### config.mk
export PLATFORM = sky130hd
export DESIGN_NAME = rx_port_response_check_embed_tag
export DESIGN_NICKNAME = d
export VERILOG_FILES = /design/src/rx_port_pkg.sv /design/src/rx_port_response_check_embed_tag.sv /design/src/tag_reg_bank.sv
export VERILOG_INCLUDE_DIRS = /design/src
export SDC_FILE = /design/constraint.sdc
export NUM_CORES = 1
export LEC_CHECK = 0
export BUFFER_PORTS_ARGS = -buffer_cell sky130_fd_sc_hd__buf_2
export CAP_MARGIN = 25
export CORE_AREA = 2 2 106 108
export CTS_BUF_LIST = sky130_fd_sc_hd__clkbuf_4 sky130_fd_sc_hd__clkbuf_8 sky130_fd_sc_hd__clkbuf_16
export CTS_CLUSTER_SIZE = 16
export DETAILED_ROUTE_END_ITERATION = 8
export DIE_AREA = 0 0 108 110
export GPL_TIMING_DRIVEN = 0
export HOLD_SLACK_MARGIN = 0.02
export PLACE_DENSITY = 0.73
export SYNTH_ARGS = -nofsm -noshare
export SYNTH_HDL_FRONTEND = slang
export SYNTH_SLANG_ARGS = --single-unit
### constraint.sdc
create_clock -name mclk -period 3.55 [get_ports mclk]
set_input_delay 0.71 -clock mclk [delete_from_list [all_inputs] [get_ports mclk]]
set_output_delay 0.71 -clock mclk [all_outputs]
set_load 0.005 [all_outputs]
### src/rx_port_defs.svh
// register offsets, field positions and reset values of the receive-port register subset
`ifndef RX_PORT_DEFS_SVH
`define RX_PORT_DEFS_SVH

`define ADDR_ERR_CTL      8'h46
`define ADDR_RESP_STATUS  8'h47
`define ADDR_SPARE_A      8'h48
`define ADDR_SPARE_B      8'h49
`define ADDR_LINK_CAP     8'h4A
`define ADDR_LINE_TAG     8'h4B

`define BIT_ENH_ENABLE    5
`define BIT_RESP_ERR      0
`define BIT_ENC_CRC_EN    4
`define LSB_TYPE_VALUE    0
`define MSB_TYPE_VALUE    5
`define LSB_LINE_COUNT    6
`define MSB_LINE_COUNT    7

`define RST_ENH_ENABLE    1'h1
`define RST_TYPE_VALUE    6'h12
`define RST_LINE_COUNT    2'h0
`define RST_ENC_CRC_EN    1'h0
`define RST_BYTE          8'h00
`define LINES_NONE        2'h0
`define LINES_MAX         2'h3
`define ONE_LINE          2'h1

`endif

### src/rx_port_pkg.sv
// shared types of the receive-port register subset
package rx_port_pkg;
  typedef logic [5:0] dtype_t;   // packet data type field
  typedef logic [1:0] lines_t;   // tagged line count / long packet count
  typedef logic [7:0] byte_t;    // register byte
endpackage

### src/rx_port_response_check_embed_tag.sv
// echo check flag, encoder crc capability and raw-mode line tagging per receive port
// Behaviour
// - set response flag when echoed data mismatches while enhanced checking is enabled
// - reading status register clears response flag
// - flag reports only with enhanced checking enabled
// - capability bit 4 enables encoder crc flag
// - paged registers kept per port, routed by select
// - line count zero forwards all packets untagged
// - counts 1..3 tag first N long packets
// - tagging only in raw receiver mode
// - tagged packets carry programmed six-bit type
// - type value resets to 0x12
// - offsets 0x48, 0x49 read zero, no effect
// - enhanced check enable at 0x46, resets one
// - one read port, broadcast writes to enabled ports
`timescale 1ns/100ps
`default_nettype none
`include "rx_port_defs.svh"
module rx_port_response_check_embed_tag #(
  parameter int PORTS = 4
) (
  input  wire logic                  mclk,          // device clock, 250 MHz
  input  wire logic                  rst_n,         // async reset, active low
  input  wire logic [7:0]            reg_addr,      // register offset
  input  wire rx_port_pkg::byte_t    reg_wdata,     // write data
  input  wire logic                  reg_wr,        // write strobe, one cycle
  input  wire logic                  reg_rd,        // read strobe, one cycle
  output rx_port_pkg::byte_t         reg_rdata,     // read data, registered
  output logic                       reg_rvalid,    // read data valid pulse
  input  wire logic [1:0]            rd_port_sel,   // port picked for reads
  input  wire logic [PORTS-1:0]      wr_port_en,    // ports enabled for writes
  input  wire logic                  echo_valid,    // echoed item arrives
  input  wire logic [1:0]            echo_port,     // port the echo came on
  input  wire rx_port_pkg::byte_t    echo_expected, // item that was sent
  input  wire rx_port_pkg::byte_t    echo_returned, // item echoed back
  output logic                       enh_enable,    // enhanced checking enable
  output logic [PORTS-1:0]           resp_err_flag, // sticky response error flags
  output logic [PORTS-1:0]           crc_flag_en,   // encoder crc flag enable
  input  wire logic [PORTS-1:0]      raw_mode,      // receiver in raw mode
  input  wire logic [PORTS-1:0]      frame_start,   // frame start pulse
  input  wire logic [PORTS-1:0]      long_start,    // long packet header pulse
  input  wire logic [PORTS*6-1:0]    dtype_in,      // configured raw video type
  output logic [PORTS*6-1:0]         dtype_out,     // data type sent, registered
  output logic [PORTS-1:0]           dtype_valid    // dtype_out valid pulse
);
  // the two-bit port numbers can only reach four ports, so refuse any other count
  if (PORTS != 4) begin : g_ports_check
    $error("port select serves exactly four ports");
  end

  // address decode
  wire hit_ctl    = (reg_addr == `ADDR_ERR_CTL);
  wire hit_status = (reg_addr == `ADDR_RESP_STATUS);
  wire hit_cap    = (reg_addr == `ADDR_LINK_CAP);
  wire hit_tag    = (reg_addr == `ADDR_LINE_TAG);
  // broadcast write strobes into the per-port bank
  wire [PORTS-1:0] wr_cap = {PORTS{reg_wr & hit_cap}} & wr_port_en;
  wire [PORTS-1:0] wr_tag = {PORTS{reg_wr & hit_tag}} & wr_port_en;

  logic [PORTS*2-1:0] line_count;  // tagged line count per port
  logic [PORTS*6-1:0] type_value;  // tagged type per port

  // paged storage lives in its own bank
  tag_reg_bank #(.PORTS(PORTS)) u_bank (
    .mclk       (mclk),
    .rst_n      (rst_n),
    .wr_cap     (wr_cap),
    .wr_tag     (wr_tag),
    .wdata      (reg_wdata),
    .crc_en     (crc_flag_en),
    .line_count (line_count),
    .type_value (type_value)
  );

  // enhanced check enable, global not paged
  always_ff @(posedge mclk or negedge rst_n) begin
    if (!rst_n) begin
      enh_enable <= `RST_ENH_ENABLE;
    end else if (reg_wr && hit_ctl) begin
      enh_enable <= reg_wdata[`BIT_ENH_ENABLE];
    end
  end

  // echo check: compare what went out with what came back
  wire echo_bad = echo_valid & (echo_expected != echo_returned) & enh_enable;
  wire status_read = reg_rd & hit_status;

  // sticky flags; a set in the clearing cycle wins so no error is lost
  for (genvar p = 0; p < PORTS; p++) begin : g_flag
    wire set_p = echo_bad & (echo_port == 2'(p));
    wire clr_p = status_read & (rd_port_sel == 2'(p));
    always_ff @(posedge mclk or negedge rst_n) begin
      if (!rst_n) begin
        resp_err_flag[p] <= 1'b0;
      end else if (set_p) begin
        resp_err_flag[p] <= 1'b1;
      end else if (clr_p) begin
        resp_err_flag[p] <= 1'b0;
      end
    end
  end

  // read mux, picked port only; spare and unmapped offsets read zero
  wire                       sel_flag = resp_err_flag[rd_port_sel] & enh_enable;
  wire rx_port_pkg::byte_t   rd_ctl   = `RST_BYTE | (8'h01 << `BIT_ENH_ENABLE) & {8{enh_enable}};
  wire rx_port_pkg::byte_t   rd_stat  = {7'h00, sel_flag};
  wire rx_port_pkg::byte_t   rd_cap   = {3'h0, crc_flag_en[rd_port_sel], 4'h0};
  wire rx_port_pkg::byte_t   rd_tag   = {line_count[rd_port_sel*2 +: 2],
                                         type_value[rd_port_sel*6 +: 6]};
  wire rx_port_pkg::byte_t   rd_mux   = hit_ctl    ? rd_ctl  :
                                        hit_status ? rd_stat :
                                        hit_cap    ? rd_cap  :
                                        hit_tag    ? rd_tag  : `RST_BYTE;

  // read answer one cycle after the strobe
  always_ff @(posedge mclk or negedge rst_n) begin
    if (!rst_n) begin
      reg_rdata  <= `RST_BYTE;
      reg_rvalid <= 1'b0;
    end else begin
      reg_rvalid <= reg_rd;
      if (reg_rd) begin
        reg_rdata <= rd_mux;
      end
    end
  end

  // per-port long packet counter and type substitution
  for (genvar p = 0; p < PORTS; p++) begin : g_tag
    rx_port_pkg::lines_t pkt_count;   // long packets seen this frame
    wire rx_port_pkg::lines_t lines  = line_count[p*2 +: 2];
    wire rx_port_pkg::lines_t cur    = frame_start[p] ? `LINES_NONE : pkt_count;
    // a count of zero never tags, since cur < 0 is false
    wire do_tag = raw_mode[p] & (lines != `LINES_NONE) & (cur < lines);
    wire rx_port_pkg::lines_t next_count = (cur == `LINES_MAX) ? cur : cur + `ONE_LINE;
    always_ff @(posedge mclk or negedge rst_n) begin
      if (!rst_n) begin
        pkt_count        <= `LINES_NONE;
        dtype_out[p*6 +: 6] <= `RST_TYPE_VALUE;
        dtype_valid[p]   <= 1'b0;
      end else begin
        dtype_valid[p] <= long_start[p];
        if (long_start[p]) begin
          pkt_count <= next_count;
          dtype_out[p*6 +: 6] <= do_tag ? type_value[p*6 +: 6] : dtype_in[p*6 +: 6];
        end else if (frame_start[p]) begin
          pkt_count <= `LINES_NONE;
        end
      end
    end
  end

  // checks
  property p_resp_set;
    @(posedge mclk) disable iff (!rst_n)
      (echo_valid && echo_expected != echo_returned && enh_enable)
      |=> resp_err_flag[$past(echo_port)];
  endproperty
  a_resp_set: assert property (p_resp_set) else $error("echo mismatch did not set flag");

  property p_read_clear;
    @(posedge mclk) disable iff (!rst_n)
      (status_read && !echo_valid) |=> !resp_err_flag[$past(rd_port_sel)];
  endproperty
  a_read_clear: assert property (p_read_clear) else $error("status read left flag set");

  property p_flag_gate;
    @(posedge mclk) disable iff (!rst_n)
      status_read |=> reg_rvalid && reg_rdata[`BIT_RESP_ERR] ==
        ($past(resp_err_flag[rd_port_sel]) && $past(enh_enable));
  endproperty
  a_flag_gate: assert property (p_flag_gate) else $error("status read wrong flag");

  property p_spare_zero;
    @(posedge mclk) disable iff (!rst_n)
      reg_rd && (reg_addr == `ADDR_SPARE_A || reg_addr == `ADDR_SPARE_B)
      |=> reg_rdata == `RST_BYTE;
  endproperty
  a_spare_zero: assert property (p_spare_zero) else $error("spare offset not zero");

  property p_cap_write;
    @(posedge mclk) disable iff (!rst_n)
      (reg_wr && hit_cap && wr_port_en[0]) |=> crc_flag_en[0] == $past(reg_wdata[`BIT_ENC_CRC_EN]);
  endproperty
  a_cap_write: assert property (p_cap_write) else $error("capability write lost");

  property p_no_tag;
    @(posedge mclk) disable iff (!rst_n)
      long_start[0] && (line_count[1:0] == `LINES_NONE || !raw_mode[0])
      |=> dtype_out[5:0] == $past(dtype_in[5:0]);
  endproperty
  a_no_tag: assert property (p_no_tag) else $error("untagged packet altered");

  property p_first_tag;
    @(posedge mclk) disable iff (!rst_n)
      frame_start[0] && long_start[0] && raw_mode[0] && line_count[1:0] != `LINES_NONE
      |=> dtype_out[5:0] == $past(type_value[5:0]);
  endproperty
  a_first_tag: assert property (p_first_tag) else $error("first line not tagged");

  property p_csi_mode;
    @(posedge mclk) disable iff (!rst_n)
      long_start[1] && !raw_mode[1] |=> dtype_out[11:6] == $past(dtype_in[11:6]);
  endproperty
  a_csi_mode: assert property (p_csi_mode) else $error("tagging in csi mode");

  // a line tagging write must leave port 3 untouched while its write enable is off
  property p_tag_keep;
    @(posedge mclk) disable iff (!rst_n)
      (reg_wr && hit_tag && !wr_port_en[3])
      |=> $stable(line_count[7:6]) && $stable(type_value[23:18]);
  endproperty
  a_tag_keep: assert property (p_tag_keep) else $error("disabled port was written");

  // main scenarios worth seeing at least once
  wire pkt_count_is_two = (g_tag[0].pkt_count == 2'h2); // third packet of a frame on port 0
  c_resp_err: cover property (@(posedge mclk) disable iff (!rst_n) echo_bad ##[1:20] status_read);
  c_broadcast: cover property (@(posedge mclk) disable iff (!rst_n) reg_wr && hit_tag && &wr_port_en);
  c_three_tag: cover property (@(posedge mclk) disable iff (!rst_n)
    long_start[0] && raw_mode[0] && line_count[1:0] == `LINES_MAX && pkt_count_is_two);
  c_raw_off: cover property (@(posedge mclk) disable iff (!rst_n) long_start[1] && !raw_mode[1]);
endmodule
`default_nettype wire

### src/tag_reg_bank.sv
// per-port storage of the capability bit and the line tagging byte
`timescale 1ns/100ps
`default_nettype none
`include "rx_port_defs.svh"
module tag_reg_bank #(
  parameter int PORTS = 4
) (
  input  wire logic                  mclk,       // device clock
  input  wire logic                  rst_n,      // async reset, active low
  input  wire logic [PORTS-1:0]      wr_cap,     // write strobe per port, capability reg
  input  wire logic [PORTS-1:0]      wr_tag,     // write strobe per port, tagging reg
  input  wire rx_port_pkg::byte_t    wdata,      // write data
  output logic [PORTS-1:0]           crc_en,     // encoder crc flag enable per port
  output logic [PORTS*2-1:0]         line_count, // tagged line count per port
  output logic [PORTS*6-1:0]         type_value  // tagged type value per port
);
  // at least one port slice is needed
  if (PORTS < 1) begin : g_ports_check
    $error("bank needs at least one port");
  end

  // one storage slice per port; broadcast writes may hit several at once
  for (genvar p = 0; p < PORTS; p++) begin : g_port
    always_ff @(posedge mclk or negedge rst_n) begin
      if (!rst_n) begin
        crc_en[p]            <= `RST_ENC_CRC_EN;
        line_count[p*2 +: 2] <= `RST_LINE_COUNT;
        type_value[p*6 +: 6] <= `RST_TYPE_VALUE;
      end else begin
        if (wr_cap[p]) begin
          crc_en[p] <= wdata[`BIT_ENC_CRC_EN];
        end
        if (wr_tag[p]) begin
          line_count[p*2 +: 2] <= wdata[`MSB_LINE_COUNT:`LSB_LINE_COUNT];
          type_value[p*6 +: 6] <= wdata[`MSB_TYPE_VALUE:`LSB_TYPE_VALUE];
        end
      end
    end
  end
endmodule
`default_nettype wire

After elaboration in Yosys (flattened, before gate mapping)

Cells that the tools add are included.

Output and inout port bits: 46
Input port bits: 81
Register bits after elaboration: 86
Logic and storage cells: 125

Add/subtract/negate cells: 4
Reduce and logical (&&, ||, !) cells: 11
Shift operators: 2
Equal/unequal tests: 15
Bitwise gates (word level): 24
Muxes and demuxes: 32
Magnitude comparators: 5
Multiply operators: 1

Operators with widths:

| operator                                                                      | number |
|---|---|
| 8-bit by 7-bit == test with 1-bit output (second input constant)              | 4 |
| 8-bit two-way mux                                                             | 4 |
| 2-bit two-way mux                                                             | 12 |
| 6-bit two-way mux                                                             | 4 |
| 24-bit by 6-bit indexed part select with 6-bit output                         | 1 |
| 1-bit AND                                                                     | 22 |
| 2-bit == test (second input constant)                                         | 8 |
| 2-bit nonzero test                                                            | 8 |
| 1-bit two-way mux                                                             | 10 |
| 2-bit by 1-bit adder with 2-bit output (second input constant)                | 4 |
| 4-bit AND                                                                     | 2 |
| 2-bit less-than comparator                                                    | 4 |
| 8-bit inequality test                                                         | 1 |
| 8-bit by 4-bit indexed part select with 2-bit output                          | 1 |
| 1-bit binary-select mux with 2-bit select                                     | 2 |
| 2-bit by 1-bit == test with 1-bit output (second input constant)              | 2 |
| 2-bit zero test                                                               | 2 |
| 2-bit by 2-bit multiplier with 4-bit output (second input constant)           | 1 |
| 2-bit by 3-bit less-than comparator with 1-bit output (second input constant) | 1 |
| 1-bit logical AND                                                             | 1 |

Depth between registers and ports, before layout

Gate-level depths: netlist of the first run.

Depth after elaboration: 6
Mapped depth: 6
Gate-level depth less buffers: 6

Hierarchy

A second synthesis of the first run with hierarchy kept.

Cell total of the unflattened synthesis: 340
Area, all modules: 4286.6 µm²

Modules (own cells, without submodules):

| module                           | times used | area an instance (µm²) | cells an instance | sequential area each (µm²) |
|---|---|---|---|---|
| rx_port_response_check_embed_tag | 1          | 2805.2                 | 264               | 1262.5 |
| tag_reg_bank                     | 1          | 1481.4                 | 76                | 910.9 |

Least setup slack after synthesis of the first run

No wires, ideal clock.

Path type: input port to flip-flop
Start: in reg_addr[7]
End: reg u_bank.line_count[6]
Slack: 1591 ps
Required time: 3425 ps
Path buffers: 0
Data arrival time: 1834 ps
Stages: 4
Setup time: 125 ps
Path through: nor3_2 -> nand3_4 -> nor2_8 -> mux2_2

Word-level cells in the longest chain between the ends: 3

Ends and longest elaborated chain:

| what                                                      | RTL line                               | RTL |
|---|---|---|
| start, declared                                           | rx_port_response_check_embed_tag.sv:24 | `input wire logic [7:0] reg_addr,` |
| 8-bit by 7-bit == test with 1-bit output (no source line) | n/a                                    |  |
| 1-bit AND                                                 | rx_port_response_check_embed_tag.sv:58 | `wire [PORTS-1:0] wr_tag = {PORTS{reg_wr & hit_tag}} & wr_port_en;` |
| 4-bit AND                                                 | rx_port_response_check_embed_tag.sv:58 |  |
| end signal, assigned by index                             | tag_reg_bank.sv:27                     | `` line_count[p*2 +: 2] <= `RST_LINE_COUNT; `` |
| end signal, assigned by index                             | tag_reg_bank.sv:34                     | `` line_count[p*2 +: 2] <= wdata[`MSB_LINE_COUNT:`LSB_LINE_COUNT]; `` |
| end, declared                                             | tag_reg_bank.sv:14                     | `output logic [PORTS*2-1:0] line_count,` |

No other way between the ends.
A chain may end at the register's enable or synchronous reset.

Worst setup path after layout of the first run

Start: in reg_addr[7]
End: reg u_bank.type_value[17]

Word-level cells in the longest chain between the ends: 3

Ends and longest elaborated chain:

| what                                                      | RTL line                               | RTL |
|---|---|---|
| 8-bit by 7-bit == test with 1-bit output (no source line) | n/a                                    |  |
| 1-bit AND                                                 | rx_port_response_check_embed_tag.sv:58 |  |
| 4-bit AND                                                 | rx_port_response_check_embed_tag.sv:58 |  |
| end signal, assigned by index                             | tag_reg_bank.sv:28                     | `` type_value[p*6 +: 6] <= `RST_TYPE_VALUE; `` |
| end signal, assigned by index                             | tag_reg_bank.sv:35                     | `` type_value[p*6 +: 6] <= wdata[`MSB_TYPE_VALUE:`LSB_TYPE_VALUE]; `` |
| end, declared                                             | tag_reg_bank.sv:15                     | `output logic [PORTS*6-1:0] type_value` |

No other way between the ends.

==> results of run 1 <==
-- layer usage --
layer / GRT usage, % / share of wire [%]
met3: 4.00 / 6.5
met4: 6.04 / 1.8
met5: 0 / 0
met1: 23.6 / 46
met2: 28.4 / 46
-- through the flow --
step	area (um2)	setup slack [ns]	util, %	power (W)	std cells
after global placement	5000	1.03	46.7	0.00135	620
final	5250	1.67	49.1	0.00211	637
after CTS	5250	1.69	49.1	0.00215	637
after floorplan	4210	1.59	-	0.00122	356
after global routing	5250	1.64	49.1	0.00222	637
after detailed placement	5030	1.31	47.0	0.00137	621
-- critical path: stages --
cell and delay [ns]:
buf_2 0.12, nor3_2 0.39, nand3_4 0.27, nor2_8 0.26
mux2_2 0.36
-- cells by family (layout without fill, tap and decap cells) --
kind of cell               count (synthesis)  in the layout  synth area share (%)
AOI/OAI and AO/OA                         65             65                  9.73
xor gates and xnor gates                   8              8                  1.67
adders and majority gates                  4              4                  1.19
buffers and inverters                     35            176                  3.18
DFF                                       86             86                  51.7
muxes                                     60             60                  18.4
and+or+nand+nor                           98             98                  14.2
-- final cells by class --
cell class | instances | area [um2] | area share [%]
flip-flops and latches | 86 | 2170 | 41.4
multi-input cells | 235 | 1900 | 36.1
repair buffers | 125 | 651 | 12.4
well taps | 140 | 175 | 3.33
clock buffers | 11 | 139 | 2.64
inverters | 26 | 97.6 | 1.86
clock inverters | 5 | 83.8 | 1.60
plain buffers | 9 | 36.3 | 0.691
-- synthesized netlist by cell type, drive strengths merged (5+ instances only) --
master / number
nor2: 35
a31oi: 15
mux2: 37
a21oi: 18
nand2: 7
xnor2: 8
dfstp: 17
nand2b: 5
clkbuf: 7
nor2b: 12
o22ai: 7
o21ai: 12
mux4: 10
nand4: 6
dfrtp: 69
inv: 26
nand3: 22
mux2i: 13
-- state kept, by name, indices dropped and copies added, names as in the netlist --
signal,count
dtype_out,24
u_bank.type_value,24
g_tag.pkt_count,8
reg_rdata,8
u_bank.line_count,8
dtype_valid,4
resp_err_flag,4
u_bank.crc_en,4
enh_enable,1
reg_rvalid,1
-- power breakdown --
group          internal (W)  total [W]  switching, W
sequential          0.00104    0.00108     0.0000411
clock              0.000414   0.000765      0.000351
combinational      0.000128   0.000264      0.000136
total               0.00158    0.00211      0.000528
-- worst min path at each step --
stage | cells past startpoint | slack, ns | to
final | 1 | 0.31 | dtype_out[0]
after global placement | 2 | 0.47 | dtype_out[16]
after CTS | 1 | 0.30 | dtype_out[0]
after floorplan | 0 | 0.41 | dtype_out[0]
after global routing | 1 | 0.32 | dtype_out[0]
after detailed placement | 2 | 0.48 | dtype_out[4]
==> flow_summary.yaml, run 1 <==
synthesis:
  syn_nets: 441
  yosys.cell_types.count: 37
  synth_edf_count: 0
  synth_flop_cell: "dfrtp_1"
  async_flop_share_pct: 100
  synth_area_per_cell_um2: 11.8
  ys.warnings.count: 0
  syn_area_um2: 4210
  ys_seq_elements: 86
  synth.yosys.seq_area_share_pct: 51.7
  synthCells: 356
  synth_area_leaders: "dfrtp_1, dfstp_2, mux2_2, mux4_2, mux2i_1"
  synth_top_area_share_pct: 41.1
  synth_top_cell_by_area: "dfrtp_1"
pwr:
  ir_drop_mv: 0.166
  leakage_nw: 2.54
  pwr_density_cell_nw_per_um2: 402
clock_network:
  htree_levels: 3
  cts_buffers: 9
  root_buffer: "clkbuf_8"
  clock-sinks: 86
  tritoncts: "done"
  clock_path_buffers: 2
  postCtsSetupBuffers: 0
  clock_latency_ns: 0.35
  cts_hold_buf: 0
  ctsResizeCount: 0
  clk_pin_slew_ns: 0.09
critical_path:
  crit_path_end: "u_bank.type_value[17]"
  r2r_start: "g_tag[1].pkt_count[1]"
  arrival_ns: 2.12
  r2r_cells: 6
  end_kind: "flip-flop"
  cp_max_fo: 8
  worst-endpoint-required_ns: 3.79
  ff2ff_setup_slack_ns: 1.79
  path_class: "in -> reg"
  worst_setup_path_start_kind: "primary input"
  timing.rr.end: "dtype_out[11]"
  cp-startpoint: "reg_addr[7]"
route:
  dr.pass1.iters: 4
  wl_per_cell_um: 15.9
  ant_nets: 0
  wirelength_mm: 10.1
  detail_route.iter0.violations: 153
  vias: 3271
  viasPerCell: 5.14
  route.detailed.drc: 0
timing:
  layout_min_cycle_time_ns: 1.88
  setup_violations: 0
  skew_ns: 0.00966
  worst_pin_slew_ns: 0.529
  maxSlewViolCount: 0
  hold_slack_ns: 0.306
  post-route-period-util_pct: 53.0
  finalHoldViolCount: 0
  rsz0062_at_grt: "false"
  max_freq_mhz: 532
  maxSlewHeadroom_pct: 64.7
  fin_tns_setup_ns: 0
final_layout:
  areaGrowthSynthToFinish_pct: 24.9
  drive_above_1_share_pct: 42.9
  fill_cells: 983
  antenna_cells: 0
  final_common_cell: "buf_2"
  layout_common_cells: "buf_2, dfrtp_1, nor2_1, mux2_2, inv_1"
  nets: 577
floorplanning:
  core_area_um2: 10700
  initial_core_util_pct: 39.3
  io_pins: 127
  design.die.area_um2: 11900
  dieHeight_um: 110
  row_count: 38
  die_w_um: 108
grt:
  grt_pass1_wl_mm: 16.2
  grt_overflow: 0
  grt_max_degree: 55
  grt_pass1_vias: 3252
  grt.total_usage_pct: 17.6
  antenna_found_initial: 0
outcome:
  status: "finished, final reports clean"
job:
  maxCapViolCount: 0
placement:
  io_buffer_count: 124
  hpwlAfterDp_mm: 7.96
  place.gp.congestion: 0.802
worst_hold_path:
  holdCritPathClass: "in -> async"
No activity file was read; power rests on OpenSTA's default activity.
==> inputs of run 2 (changes only) <==
- ABC_AREA: not set -> 1
- CORE_AREA: 2 2 106 108 -> 2 2 109 111
- DIE_AREA: 0 0 108 110 -> 0 0 111 113
- PLACE_DENSITY: 0.73 -> 0.72
- clock period: 3.55 -> 1.85 ns (I/O delays scaled with it)
==> run 2 against run 1 <==
Power up 100%. Die area is 5.6% higher. Register-to-register slack got worse by 1.5 ns. Wire length increased by 10%. Clock power grew 120%. Worst hold slack got worse by 0.16 ns. Via count increased by 26%. Non-clock buffer count fell by 2. Critical path type is now reg -> reg.
==> flow_summary.yaml, run 2 <==
timing:
  max_freq_mhz: 643
  setup_violations: 0
  worst_pin_slew_ns: 0.522
  finalHoldViolCount: 0
  rsz0062_at_grt: "false"
  skew_ns: 0.0129
  layout_min_cycle_time_ns: 1.56
  maxSlewHeadroom_pct: 64.9
  maxSlewViolCount: 0
  hold_slack_ns: 0.145
  post-route-period-util_pct: 84.1
worst_hold_path:
  holdCritPathClass: "in -> reg"
  hp-start: "long_start[0]"
  hold_depth: 1
  worst_hold_path.endpoint: "dtype_valid[0]"
grt:
  grt_pass1_vias: 4001
  grt_overflow: 0
  grt_max_degree: 72
  grt_pass1_wl_mm: 19.1
  grt.total_usage_pct: 18.9
  antenna_found_initial: 0
synthesis:
  synth_area_leaders: "dfrtp_1, nand2_1, dfstp_2, inv_1, nand3_1"
  synth_area_per_cell_um2: 7.34
  synth_top_area_share_pct: 38.9
  synthCells: 605
  ys.warnings.count: 0
  async_flop_share_pct: 100
  synth_flop_cell: "dfrtp_1"
  yosysMostFrequentCell: "nand2_1"
  syn_nets: 690
  synth_edf_count: 0
  yosys-top-cells-count: "nand2_1, dfrtp_1, inv_1"
  synth_top_cell_by_area: "dfrtp_1"
  ys_seq_elements: 86
  syn_area_um2: 4440
  yosys.cell_types.count: 26
  synth.yosys.seq_area_share_pct: 48.9
critical_path:
  path_class: "reg -> reg"
  r2r_start: "g_tag[1].pkt_count[1]"
  arrival_ns: 1.81
  r2r_cells: 8
  cp_max_fo: 7
  timing.rr.end: "dtype_out[11]"
  worst_setup_path_start_kind: "flip-flop"
  end_kind: "flip-flop"
  ff2ff_setup_slack_ns: 0.29
  worst-endpoint-required_ns: 2.10
final_layout:
  fin_cells: 889
  nets: 826
  layout_common_cells: "nand2_1, buf_2, dfrtp_1"
  final_common_cell: "nand2_1"
  drive_above_1_share_pct: 24.3
  post-route-util_pct: 49.4
  final_area_um2: 5560
  reg.largest.list: "dtype_out: 24 flops, u_bank.type_value: 24 flops"
  areaGrowthSynthToFinish_pct: 25.2
  antenna_cells: 0
route:
  route.detailed.drc: 0
  viasPerCell: 4.63
  wirelength_mm: 11.2
  dr.pass1.iters: 4
  detail_route.iter0.violations: 261
  wl_per_cell_um: 12.6
  ant_nets: 0
  vias: 4112
clock_network:
  tritoncts: "done"
  clock-sinks: 86
  htree_levels: 3
  postCtsSetupBuffers: 0
  root_buffer: "clkbuf_16"
  clock_latency_ns: 0.34
  cts_buffers: 9
  clock_path_buffers: 2
  clk_pin_slew_ns: 0.07
floorplanning:
  die_w_um: 111
  row_count: 39
  dieHeight_um: 113
  core_area_um2: 11300
  initial_core_util_pct: 39.4
  design.die.area_um2: 12500
  io_pins: 127
job:
  maxCapViolCount: 0
pwr:
  power.total_w: 0.00426
  pwr_density_cell_nw_per_um2: 766
  leakage_nw: 3.26
  ir_drop_mv: 0.372
placement:
  hpwlAfterDp_mm: 8.63
  post-place-cells: 872
  place.gp.congestion: 0.896
  place_area_um2: 5270
  io_buffer_count: 123
outcome:
  status: "finished, final reports clean"
==> run 2: cells by family (layout without fill, tap and decap cells) <==
logic type                 after synthesis  after routing  synth area share, %
and+or+nand+nor                        413            413                 39.3
xor gates and xnor gates                 4              4                0.788
DFF                                     86             86                 48.9
AOI/OAI and AO/OA                       32             32                 4.14
adders and majority gates                4              4                 1.13
buffers and inverters                   66            207                 5.74
==> run 2: how the worst max path moves through the flow <==
stage,startpoint,end,slack [ns],depth (start not counted)
final,g_tag[1].pkt_count[1],dtype_out[11],0.29,8
after global routing,g_tag[1].pkt_count[1],dtype_out[11],0.07,8
after CTS,g_tag[1].pkt_count[1],dtype_out[11],0.29,8
after detailed placement,frame_start[2],dtype_out[12],0.18,10
after global placement,rst_n,reg_rvalid,-0.40,1
after floorplan,frame_start[3],dtype_out[18],0.44,10
==> run 2: timing repair <==
action,4_1_cts,5_1_grt
endpoints found under the hold margin,11,0
gates resized for setup,0,0
hold buffers,1,0
==> run 2: cell type report <==
class / count / area [um2]
multi-input combinational: 453 / 2010
buffer: 7 / 28.8
timing repair buffer: 125 / 656
clock buffer: 10 / 239
inverter: 59 / 226
fill: 1138 / 5710
clock inverter: 6 / 46.3
tap: 143 / 179
sequential: 86 / 2170
==> run 2: metrics by stage <==
step           TNS (ns)  setup slack (ns)
3_3_place_gp     -27.13            -0.399
6_report              0             0.295
3_5_place_dp          0             0.176
4_1_cts               0             0.287
2_1_floorplan         0             0.442
5_1_grt               0            0.0729
==> run 2: power by group <==
part           total [W]  internal (W)  switching (W)
logic           0.000497      0.000201       0.000296
registers        0.00205       0.00199      0.0000578
clock network    0.00172      0.000953       0.000763
total            0.00426       0.00314        0.00112
==> run 2: worst max-delay path, stage by stage, from the launching register on <==
cell and delay [ns]:
dfrtp_1 0.37, nand2_1 0.08, inv_1 0.05, ha_1 0.20, nor3_4 0.25, nand2_1 0.21
nand2_1 0.10, nand2_1 0.05, o21ai_0 0.17
==> run 2: layer usage <==
metal,wire length [um],global-route usage [%]
met5,0,0
met4,138,5.83
met3,559,4.28
met2,5330,30.7
met1,5160,25.4
==> inputs of run 3 (changes only) <==
- clock period: 1.85 -> 1.5 ns (I/O delays scaled with it)
==> run 3 against run 2 <==
Clock skew fell by 0.0034 ns. Cell area rose by 3.3%. Register-to-register slack got worse by 0.26 ns. Worst hold slack got worse by 0.071 ns. Via count rose by 1.7%. Combinational power rose by 32%. Critical endpoint is now dtype_out[6]. Largest cell class unchanged. Largest power group unchanged.
==> flow_summary.yaml, run 3 (synthesis gave the netlist of run 2 again) <==
clock_network:
  tritoncts: "done"
  clock_path_buffers: 2
  htree_levels: 3
  clock-sinks: 86
  root_buffer: "clkbuf_16"
  clk_pin_slew_ns: 0.06
  cts_buffers: 9
  clock_latency_ns: 0.34
floorplanning:
  io_pins: 127
  core_area_um2: 11300
  dieHeight_um: 113
  die_w_um: 111
  row_count: 39
  initial_core_util_pct: 39.4
  design.die.area_um2: 12500
final_layout:
  nets: 835
  fin_cells: 898
  reg.largest.list: "dtype_out: 24 flops, u_bank.type_value: 24 flops"
  drive_above_1_share_pct: 29.0
  areaGrowthSynthToFinish_pct: 29.4
  antenna_cells: 0
  final_common_cell: "nand2_1"
  layout_common_cells: "nand2_1, buf_2, dfrtp_1"
timing:
  finalHoldViolCount: 0
  worst_pin_slew_ns: 0.521
  timing.final.ws_setup_ns: 0.0360
  post-route-period-util_pct: 97.6
  max_freq_mhz: 683
  rsz0062_at_grt: "true"
  skew_ns: 0.00946
  maxSlewHeadroom_pct: 65.0
  layout_min_cycle_time_ns: 1.46
  maxSlewViolCount: 0
  hold_slack_ns: 0.0738
  setup_violations: 0
critical_path:
  r2r_start: "g_tag[1].pkt_count[1]"
  ff2ff_setup_slack_ns: 0.04
  critPathMaxStageDelay_ns: 0.39
  cp_top_family: "simple AND/OR/NAND/NOR gates"
  worst-endpoint-required_ns: 1.78
  cp_max_fo: 4
  critPathBufInv: 2
  crit_chain: "nand2_2 -> inv_2 -> ha_4 -> nor3_4 -> buf_4 -> nand3_1 -> nand2_1 -> nand2_1 -> nand2_1"
  r2r_cells: 9
  arrival_ns: 1.75
  crit_slowest_cell: "dfrtp_1"
  timing.rr.end: "dtype_out[6]"
  cp_common_cell: "nand2_1"
  path_class: "reg -> reg"
  end_kind: "flip-flop"
  worst_setup_path_start_kind: "flip-flop"
placement:
  post-place-ws_ns: -0.104
  io_buffer_count: 123
  post-place-cells: 872
  hpwlAfterDp_mm: 8.63
  place.gp.congestion: 0.896
route:
  detail_route.iter0.violations: 234
  viasPerCell: 4.66
  dr.pass1.iters: 4
  wl_per_cell_um: 12.8
  wirelength_mm: 11.5
  route.detailed.drc: 0
  ant_nets: 0
  vias: 4183
grt:
  grt_pass1_vias: 4024
  antenna_found_initial: 0
  grt_max_degree: 72
  grt.total_usage_pct: 19.0
  grt_overflow: 0
  grt_pass1_wl_mm: 19.2
pwr:
  leakage_nw: 3.34
  ir_drop_mv: 0.466
  power.total_w: 0.00531
  pwr_density_cell_nw_per_um2: 924
outcome:
  status: "finished, final reports clean"
worst_hold_path:
  hold_depth: 1
  worst_hold_path.endpoint: "dtype_valid[1]"
  holdCritPathClass: "in -> reg"
  hp-start: "long_start[1]"
job:
  maxCapViolCount: 0
==> run 3: routing by layer <==
metal	vias to the layer above	share of wire [%]	track usage [%]	wire length, um
met4	0	1.4	6.00	157
met2	97	49	30.8	5590
li1	2152	-	-	-
met5	-	0	0	0
met1	1924	46	25.3	5260
met3	10	4.4	4.45	509
==> run 3: per-stage QoR <==
stage               util (%)  setup TNS, ns  instance area, um2
finish                  51.0              0                5750
global route            51.0          -1.40                5750
CTS                     49.4       -0.00420                5570
detailed placement      46.7          -1.65                5270
global placement        46.5         -51.53                5240
floorplan                  -              0                4440
==> run 3: power breakdown <==
group | switching (W) | leakage (nW) | internal, W
clock | 0.000949 | 0.135 | 0.00118
combinational | 0.000387 | 2.14 | 0.000269
sequential | 0.0000725 | 1.07 | 0.00246
total | 0.00141 | 3.34 | 0.00390
==> run 3: how the worst max path moves through the flow <==
stage | from | end | slack [ns] | cells after the start
floorplan | g_tag[3].pkt_count[1] | dtype_out[18] | 0.12 | 9
global placement | rst_n | reg_rvalid | -0.68 | 1
detailed placement | frame_start[2] | dtype_out[12] | -0.10 | 10
CTS | g_tag[1].pkt_count[1] | dtype_out[11] | -0.004 | 8
global route | g_tag[3].pkt_count[1] | dtype_out[23] | -0.11 | 9
finish | g_tag[1].pkt_count[1] | dtype_out[6] | 0.04 | 9
==> run 3: worst register-to-register path, stage by stage (launching register included) <==
cell and delay (ns):
dfrtp_1 0.39, nand2_2 0.08, inv_2 0.05, ha_4 0.16
nor3_4 0.30, buf_4 0.18, nand3_1 0.07, nand2_1 0.08
nand2_1 0.05, nand2_1 0.06
==> run 3: area by class of cell <==
type / count / area, um2
Timing Repair Buffer: 134 / 731
Multi-Input combinational cell: 453 / 2120
Sequential cell: 86 / 2170
Tap cell: 143 / 179
Clock buffer: 10 / 239
Inverter: 59 / 226
Buffer: 7 / 28.8
Fill cell: 1115 / 5520
Clock inverter: 6 / 46.3
==> run 3: what timing repair did <==
item	CTS	global route
hold endpoints to repair	11	0
setup endpoints to repair	17	24
resized for setup	4	34
hold buffers	1	0
pin swaps	0	30
buffers inserted	0	9
